[src/msfr_cfg.svh]
// Offsets, field positions, reset values and sizes of the monitor select and filter registers
`ifndef MSFR_CFG_SVH
`define MSFR_CFG_SVH

// ----------------------------------------
// Register offsets within a feature page
// ----------------------------------------
`define MSFR_OFS_SELECTOR 12'h800
`define MSFR_OFS_BW_FILTER 12'h820
`define MSFR_OFS_SU_VALUE 12'h840

// ----------------------------------------
// Field positions
// ----------------------------------------
`define MSFR_SEL_IDX_MSB 15
`define MSFR_FLT_GROUP_MSB 23
`define MSFR_FLT_GROUP_LSB 16
`define MSFR_FLT_PART_MSB 15
`define MSFR_FLT_PART_LSB 0
`define MSFR_SU_NOT_READY_FLAG_BIT 31
`define MSFR_SU_VALUE_MSB 30
`define MSFR_CTL_GROUP_MATCH_BIT 17
`define MSFR_CTL_PART_MATCH_BIT 16

// ----------------------------------------
// Reset values
// ----------------------------------------
`define MSFR_RST_SELECTOR 16'h0000
`define MSFR_RST_FILTER 24'h000000
`define MSFR_RST_SU_VALUE 32'h80000000

// ----------------------------------------
// Instance counts
// ----------------------------------------
`define MSFR_NUM_INST 4
`define MSFR_IDX_W 2
`define MSFR_BW_INST_COUNT 16'h0004
`define MSFR_SU_INST_COUNT 16'h0004

`endif

[src/msfr_pkg.sv]
// Types shared by the monitor select and filter register files
package msfr_pkg;

   typedef logic [15:0] msfr_index_t;
   typedef logic [7:0] msfr_group_t;
   typedef logic [15:0] msfr_part_t;

   typedef enum logic [1:0] {
      MSFR_REG_NONE = 2'b00,
      MSFR_REG_SEL = 2'b01,
      MSFR_REG_BWF = 2'b10,
      MSFR_REG_SUV = 2'b11
   } msfr_reg_e;

endpackage : msfr_pkg

[src/msfr_regs.sv]
// Monitor instance selector, bandwidth filter and storage usage value registers
`timescale 1ns/1ps
`include "msfr_cfg.svh"

module msfr_regs (
   input wire logic core_clk_i,
   input wire logic sys_rst_i,
   input wire logic ce_i,
   // Presence flags from the identification registers
   input wire logic monitors_present_i,
   input wire logic bandwidth_usage_present_i,
   input wire logic storage_usage_present_i,
   input wire logic impl_identification_present_i,
   // Register access port
   input wire logic reg_req_i,
   input wire logic reg_wr_i,
   input wire logic reg_ns_i,
   input wire logic [11:0] reg_addr_i,
   input wire logic [31:0] reg_wdata_i,
   output logic reg_ack_o,
   output logic [31:0] reg_rdata_o,
   output logic reg_oob_err_o,
   // Bandwidth control registers, one per state and instance, [ns*N + idx]
   input wire logic [31:0] bw_ctl_i [0:2*`MSFR_NUM_INST-1],
   // Traffic labels seen by the bandwidth datapath
   input wire logic traffic_valid_i,
   input wire logic traffic_ns_i,
   input wire msfr_pkg::msfr_part_t traffic_partition_i,
   input wire msfr_pkg::msfr_group_t traffic_group_i,
   output logic [2*`MSFR_NUM_INST-1:0] bw_count_en_o,
   // Storage usage updates from the occupancy datapath
   input wire logic su_upd_i,
   input wire logic su_upd_ns_i,
   input wire logic [`MSFR_IDX_W-1:0] su_upd_idx_i,
   input wire logic su_upd_not_ready_i,
   input wire logic [30:0] su_upd_bytes_i,
   // Selected instance per state for the other monitor register blocks
   output msfr_pkg::msfr_index_t sel_s_o,
   output msfr_pkg::msfr_index_t sel_ns_o
);

   localparam int NI = `MSFR_NUM_INST;

   // ----------------------------------------
   // State
   // ----------------------------------------
   msfr_pkg::msfr_index_t sel_s;
   msfr_pkg::msfr_index_t sel_ns;
   // Filter copies: entries 0..NI-1 secure, NI..2NI-1 non-secure
   logic [23:0] flt_q [0:2*NI-1];
   logic [31:0] su_q [0:2*NI-1];

   // ----------------------------------------
   // Decode
   // ----------------------------------------
   wire sel_present = monitors_present_i || impl_identification_present_i;
   wire bwf_present = monitors_present_i && bandwidth_usage_present_i;
   wire suv_present = monitors_present_i && storage_usage_present_i;

   wire hit_sel = reg_addr_i == `MSFR_OFS_SELECTOR;
   wire hit_bwf = reg_addr_i == `MSFR_OFS_BW_FILTER;
   wire hit_suv = reg_addr_i == `MSFR_OFS_SU_VALUE;

   msfr_pkg::msfr_reg_e reg_sel;
   assign reg_sel = (hit_sel && sel_present) ? msfr_pkg::MSFR_REG_SEL :
                    (hit_bwf && bwf_present) ? msfr_pkg::MSFR_REG_BWF :
                    (hit_suv && suv_present) ? msfr_pkg::MSFR_REG_SUV :
                    msfr_pkg::MSFR_REG_NONE;

   // The banked selector chosen by the security state of the access
   wire [15:0] cur_sel = reg_ns_i ? sel_ns : sel_s;
   wire [`MSFR_IDX_W:0] cur_entry = {reg_ns_i, cur_sel[`MSFR_IDX_W-1:0]};

   // Out of range index: access is dropped and the error pulses
   wire bw_oob = cur_sel >= `MSFR_BW_INST_COUNT;
   wire su_oob = cur_sel >= `MSFR_SU_INST_COUNT;
   wire oob = (reg_sel == msfr_pkg::MSFR_REG_BWF && bw_oob)
              || (reg_sel == msfr_pkg::MSFR_REG_SUV && su_oob);

   wire acc = reg_req_i && ce_i;
   wire wr_sel = acc && reg_wr_i && reg_sel == msfr_pkg::MSFR_REG_SEL;
   wire wr_bwf = acc && reg_wr_i && reg_sel == msfr_pkg::MSFR_REG_BWF && !bw_oob;
   wire wr_suv = acc && reg_wr_i && reg_sel == msfr_pkg::MSFR_REG_SUV && !su_oob;

   wire [`MSFR_IDX_W:0] su_upd_entry = {su_upd_ns_i, su_upd_idx_i};

   // ----------------------------------------
   // Read data
   // ----------------------------------------
   logic [31:0] rd_mux;
   always_comb begin
      rd_mux = 32'h00000000;
      case (reg_sel)
         msfr_pkg::MSFR_REG_SEL: begin
            rd_mux = {16'h0000, cur_sel};
         end
         msfr_pkg::MSFR_REG_BWF: begin
            if (!bw_oob) begin
               rd_mux = {8'h00, flt_q[cur_entry]};
            end
         end
         msfr_pkg::MSFR_REG_SUV: begin
            if (!su_oob) begin
               rd_mux = su_q[cur_entry];
            end
         end
         default: begin
            rd_mux = 32'h00000000;
         end
      endcase
   end

   // ----------------------------------------
   // Bus answer
   // ----------------------------------------
   always_ff @(posedge core_clk_i) begin
      if (sys_rst_i) begin
         reg_ack_o <= 1'b0;
         reg_rdata_o <= 32'h00000000;
         reg_oob_err_o <= 1'b0;
      end else if (ce_i) begin
         reg_ack_o <= reg_req_i;
         reg_rdata_o <= (reg_req_i && !reg_wr_i) ? rd_mux : 32'h00000000;
         reg_oob_err_o <= reg_req_i && oob;
      end
   end

   // ----------------------------------------
   // Banked selector
   // ----------------------------------------
   always_ff @(posedge core_clk_i) begin
      if (sys_rst_i) begin
         sel_s <= `MSFR_RST_SELECTOR;
         sel_ns <= `MSFR_RST_SELECTOR;
      end else if (wr_sel) begin
         if (reg_ns_i) begin
            sel_ns <= reg_wdata_i[`MSFR_SEL_IDX_MSB:0];
         end else begin
            sel_s <= reg_wdata_i[`MSFR_SEL_IDX_MSB:0];
         end
      end
   end

   assign sel_s_o = sel_s;
   assign sel_ns_o = sel_ns;

   // ----------------------------------------
   // Per-instance filter and storage value
   // ----------------------------------------
   genvar g;
   generate
      for (g = 0; g < 2 * NI; g = g + 1) begin : g_inst
         localparam logic [`MSFR_IDX_W:0] ENTRY = (`MSFR_IDX_W + 1)'(g);
         wire flt_we = wr_bwf && cur_entry == ENTRY;
         wire su_hw = su_upd_i && ce_i && su_upd_entry == ENTRY;
         wire su_sw = wr_suv && cur_entry == ENTRY;

         always_ff @(posedge core_clk_i) begin
            if (sys_rst_i) begin
               flt_q[g] <= `MSFR_RST_FILTER;
            end else if (flt_we) begin
               flt_q[g] <= reg_wdata_i[`MSFR_FLT_GROUP_MSB:0];
            end
         end

         // A datapath update in the same cycle as a software write wins,
         // so a fresh occupancy figure is never lost.
         always_ff @(posedge core_clk_i) begin
            if (sys_rst_i) begin
               su_q[g] <= `MSFR_RST_SU_VALUE;
            end else if (su_hw) begin
               su_q[g] <= {su_upd_not_ready_i, su_upd_bytes_i};
            end else if (su_sw) begin
               su_q[g] <= reg_wdata_i;
            end
         end

         // Each copy counts only traffic of its own security state
         msfr_match u_match (
            .core_clk_i(core_clk_i),
            .sys_rst_i(sys_rst_i),
            .ce_i(ce_i),
            .traffic_valid_i(traffic_valid_i),
            .state_hit_i(traffic_ns_i == (g >= NI)),
            .traffic_partition_i(traffic_partition_i),
            .traffic_group_i(traffic_group_i),
            .filter_partition_i(flt_q[g][`MSFR_FLT_PART_MSB:`MSFR_FLT_PART_LSB]),
            .filter_group_i(flt_q[g][`MSFR_FLT_GROUP_MSB:`MSFR_FLT_GROUP_LSB]),
            .group_match_enable_i(bw_ctl_i[g][`MSFR_CTL_GROUP_MATCH_BIT]),
            .partition_match_enable_i(bw_ctl_i[g][`MSFR_CTL_PART_MATCH_BIT]),
            .count_en_o(bw_count_en_o[g])
         );
      end
   endgenerate

endmodule : msfr_regs

[src/msfr_match.sv]
// One bandwidth monitor filter comparator with a registered count enable
`timescale 1ns/1ps
`include "msfr_cfg.svh"

module msfr_match (
   input wire logic core_clk_i,
   input wire logic sys_rst_i,
   input wire logic ce_i,
   input wire logic traffic_valid_i,
   input wire logic state_hit_i,
   input wire msfr_pkg::msfr_part_t traffic_partition_i,
   input wire msfr_pkg::msfr_group_t traffic_group_i,
   input wire msfr_pkg::msfr_part_t filter_partition_i,
   input wire msfr_pkg::msfr_group_t filter_group_i,
   input wire logic group_match_enable_i,
   input wire logic partition_match_enable_i,
   output logic count_en_o
);

   // ----------------------------------------
   // Match terms
   // ----------------------------------------
   wire group_ok = !group_match_enable_i || (traffic_group_i == filter_group_i);
   wire part_ok = !partition_match_enable_i
                  || (traffic_partition_i == filter_partition_i);
   wire next_count_en = traffic_valid_i && state_hit_i && group_ok && part_ok;

   always_ff @(posedge core_clk_i) begin
      if (sys_rst_i) begin
         count_en_o <= 1'b0;
      end else if (ce_i) begin
         count_en_o <= next_count_en;
      end
   end

endmodule : msfr_match

[config.mk]
export PLATFORM = sky130hd
export DESIGN_NAME = msfr_regs
export DESIGN_NICKNAME = d
export VERILOG_FILES = /design/src/msfr_pkg.sv /design/src/msfr_regs.sv /design/src/msfr_match.sv
export VERILOG_INCLUDE_DIRS = /design/src
export SDC_FILE = /design/constraint.sdc
export NUM_CORES = 1
export LEC_CHECK = 0
export BUFFER_PORTS_ARGS = -buffer_cell sky130_fd_sc_hd__buf_2
export CORE_AREA = 2 2 258 209
export DETAILED_ROUTE_END_ITERATION = 16
export DIE_AREA = 0 0 260 211
export GPL_ROUTABILITY_DRIVEN = 0
export PLACE_DENSITY = 0.83
export SLEW_MARGIN = 20
export SYNTH_ARGS = -nofsm -noshare
export SYNTH_HDL_FRONTEND = slang
export SYNTH_HIERARCHICAL = 1
export SYNTH_SLANG_ARGS = --single-unit
[constraint.sdc]
create_clock -name core_clk_i -period 4.15 [get_ports core_clk_i]
set_clock_uncertainty 0.15 [all_clocks]
set_input_delay 0.2075 -clock core_clk_i [delete_from_list [all_inputs] [get_ports core_clk_i]]
set_output_delay 0.2075 -clock core_clk_i [all_outputs]
set_load 0.01 [all_outputs]
==> results.py <==
metrics = {
    "die": {
        "die_w_um": 260,
        "dieArea_mm2": 0.0549,
        "ios": 446,
        "die_h_um": 211,
        "core_region_area_mm2": 0.0521,
        "start_util": 0.519,
        "rows": 75,
    },
    "finish": {
        "final_area_mm2": 0.0314,
        "layout.nets": 2634,
        "instances_no_fill": 3004,
        "areaGrowthSynthToFinish_pct": 16.1,
        "fill_cells": 3907,
        "drive_gt1_frac": 0.227,
    },
    "clocking": {
        "root_buffer": "clkbuf_16",
        "cts_resized": 0,
        "cts_buffer_depth": 3,
        "numCtsBuffers": 50,
        "cts.sinks": 522,
        "htreeDepth": 2,
        "path_clk_slew_ns": 0.07,
        "cts_tree": "built",
        "clock_latency_ns": 0.61,
    },
    "yosys": {
        "syn-num-nets": 2437,
        "syn_inst": 2065,
        "synth_most_common_cell": "edfxtp_1",
        "synth_warnings": 6,
        "synth_area_leaders": "edfxtp_1 50%, a22o_1 8.1%, xnor2_1 6.2%, mux4_2 6.0%, dfxtp_1 5.5%",
        "seq_area_frac_synth": 0.553,
        "synth_common_cells": "448 x edfxtp_1, 250 x a22o_1, 193 x and2_1",
        "netlist_area_mm2": 0.0270,
        "syn_area_per_cell_um2": 13.1,
        "async_flop_share": 0,
        "yosysUniqueCellTypes": 66,
        "synth_top_area_share": 0.498,
        "synth-edff-count": 448,
        "synth-main-ff-cell": "edfxtp_1",
        "synth_top_cell_by_area": "edfxtp_1",
        "synth-seq-cells": 522,
    },
    "job": {
        "cap_violations": 0,
    },
    "detailed_routing": {
        "met2RoutedLength_um": 39600,
        "drtIter0Drc": 3561,
        "routed_wl_um": 87000,
        "highest_layer": "met4",
        "viasPerCell": 6.78,
        "drtAntennaViolNets": 0,
        "wl_met1_um": 31400,
        "drcViolationCount": 0,
        "dr_wl_met3_um": 12800,
        "first_pass_iters": 8,
        "vias": 20371,
        "routedWlPerCell_um": 29.0,
    },
    "worst_setup_path": {
        "crit_required_ns": 4.36,
        "cp-startpoint": "sel_s_o[10]",
        "timing.critical_path.to": "su_q[7][31]",
        "endpoint_kind": "flop",
        "crit_type": "reg2reg",
        "reg2reg_depth": 7,
        "worst_setup_path_start_kind": "flop",
        "critical_path.max_fanout": 32,
        "r2r_slack_ns": 0.18,
        "timing.rr.end": "su_q[7][31]",
        "arrival_ns": 4.19,
        "r2r-start": "sel_s_o[10]",
    },
    "sta": {
        "worstMarginPinSlew_ns": 1.19,
        "setup_viol_count_final": 0,
        "final_max_slew_viol_count": 0,
        "layout_setup_ws_ns": 0.177,
        "fin_crit_ns": 3.97,
        "rsz0062_at_grt": "no",
        "fmax_ghz": 0.252,
        "fin_crit_sh": 0.957,
        "slew_headroom": 0.207,
        "whs_ns": 0.0371,
        "hold_viol_final": 0,
    },
    "pwr": {
        "total_power_mw": 11.7,
        "vdd_drop_max_uv": 289,
        "p_per_area_mw_per_mm2": 374,
        "leakagePower_nw": 11.3,
    },
    "min_path": {
        "hp-class": "in2reg",
        "hp-start": "reg_wdata_i[23]",
        "whs_path_depth": 2,
    },
    "place": {
        "post-place-ws_ns": 0.782,
        "placed_cells": 2817,
        "hpwl_um": 56800,
        "postPlaceCellArea_mm2": 0.0288,
        "numPortBuffers": 205,
    },
    "global_routing": {
        "grt_usage": 0.312,
        "grt_pass1_vias": 20017,
        "grt.overflow.total": 0,
        "grt_max_degree": 83,
        "antenna_found_initial": 9,
        "grt_first_pass_wirelength_um": 127000,
    },
    "status": {
        "status": "finished clean",
    },
}
==> layout by cell type, fill, tap and decap left out, types with 9 or more instances in the layout <==
cell and n:
nor2_1 49, nor4_1 16, a22o_1 250, o211ai_1 12
a221oi_1 34, edfxtp_1 448, nor3b_1 9, a222oi_1 11
dlygate4sd3_1 86, xnor2_1 192, and4b_1 11, clkbuf_1 12
buf_4 71, clkbuf_16 57, a22oi_1 35, a21o_1 13
nand4_1 52, and2_1 193, clkinv_2 9, buf_2 204
o21ai_0 21, mux4_2 72, nand2_1 96, a21oi_1 19
mux2i_1 71, dfxtp_1 70, mux2_2 41
==> how the worst min path moves through the flow <==
stage                                        end  slack, ns
global route                        flt_q[1][23]       0.03
global placement                 reg_rdata_o[24]       0.29
floorplan           g_inst[0].u_match/count_en_o       0.23
detailed placement               reg_rdata_o[20]       0.29
CTS                                 flt_q[1][23]      0.007
finish                              flt_q[7][23]       0.04
==> critical path: stages, from the launching register on <==
cell           delay [ns]
dfxtp_1              0.41
or4_1                0.60
nor4_4               0.53
o221ai_1             0.47
nor4b_4              0.34
buf_4                0.52
a21oi_1              0.14
dlygate4sd3_1        0.57
==> per-layer routing <==
layer,vias to the layer above,track usage
li1,8399,-
met5,-,0
met1,9917,0.425
met2,1759,0.481
met4,0,0.120
met3,296,0.0824
==> flip-flops by register name, summed over array words and instances (netlist names) <==
| register | cells |
|---|---|
| reg_rdata_o | 32 |
| sel_ns_o | 16 |
| su_q | 256 |
| reg_ack_o | 1 |
| reg_oob_err_o | 1 |
| g_inst.u_match/count_en_o | 8 |
| sel_s_o | 16 |
| flt_q | 192 |
==> report_power, final <==
| group | internal, mW | switching (mW) |
|---|---|---|
| clock network | 2.76 | 2.05 |
| registers | 5.90 | 0.0929 |
| logic | 0.342 | 0.593 |
| total | 9.00 | 2.73 |
==> area by class of cell <==
class | count | area (µm²) | share of cell area
multi-input cells | 1318 | 11300 | 0.361
well taps | 693 | 867 | 0.0276
diodes | 7 | 17.5 | 0.000559
clock inverters | 20 | 173 | 0.00551
inverters | 6 | 22.5 | 0.000718
clock buffers | 74 | 1540 | 0.0491
repair buffers | 364 | 2470 | 0.0789
flip-flops and latches | 522 | 14900 | 0.476
==> logic make-up after synthesis <==
| group | share of synthesized area |
|---|---|
| buf+inv | 0.0344 |
| compound gates | 0.139 |
| simple gates | 0.108 |
| flops | 0.553 |
| mux | 0.104 |
| xor+xnor | 0.0622 |
==> what timing repair did <==
action,4_1_cts,5_1_grt
endpoints found under the hold margin,321,0
hold buffers,86,0
buffers inserted,0,0
==> stage by stage <==
step / TNS (ns) / utilization
after floorplan: -19.11 / -
after global placement: 0 / 0.552
after detailed placement: 0 / 0.552
after CTS: 0 / 0.602
after global routing: 0 / 0.602
final: 0 / 0.602
Power figures use the tool's default switching activity.
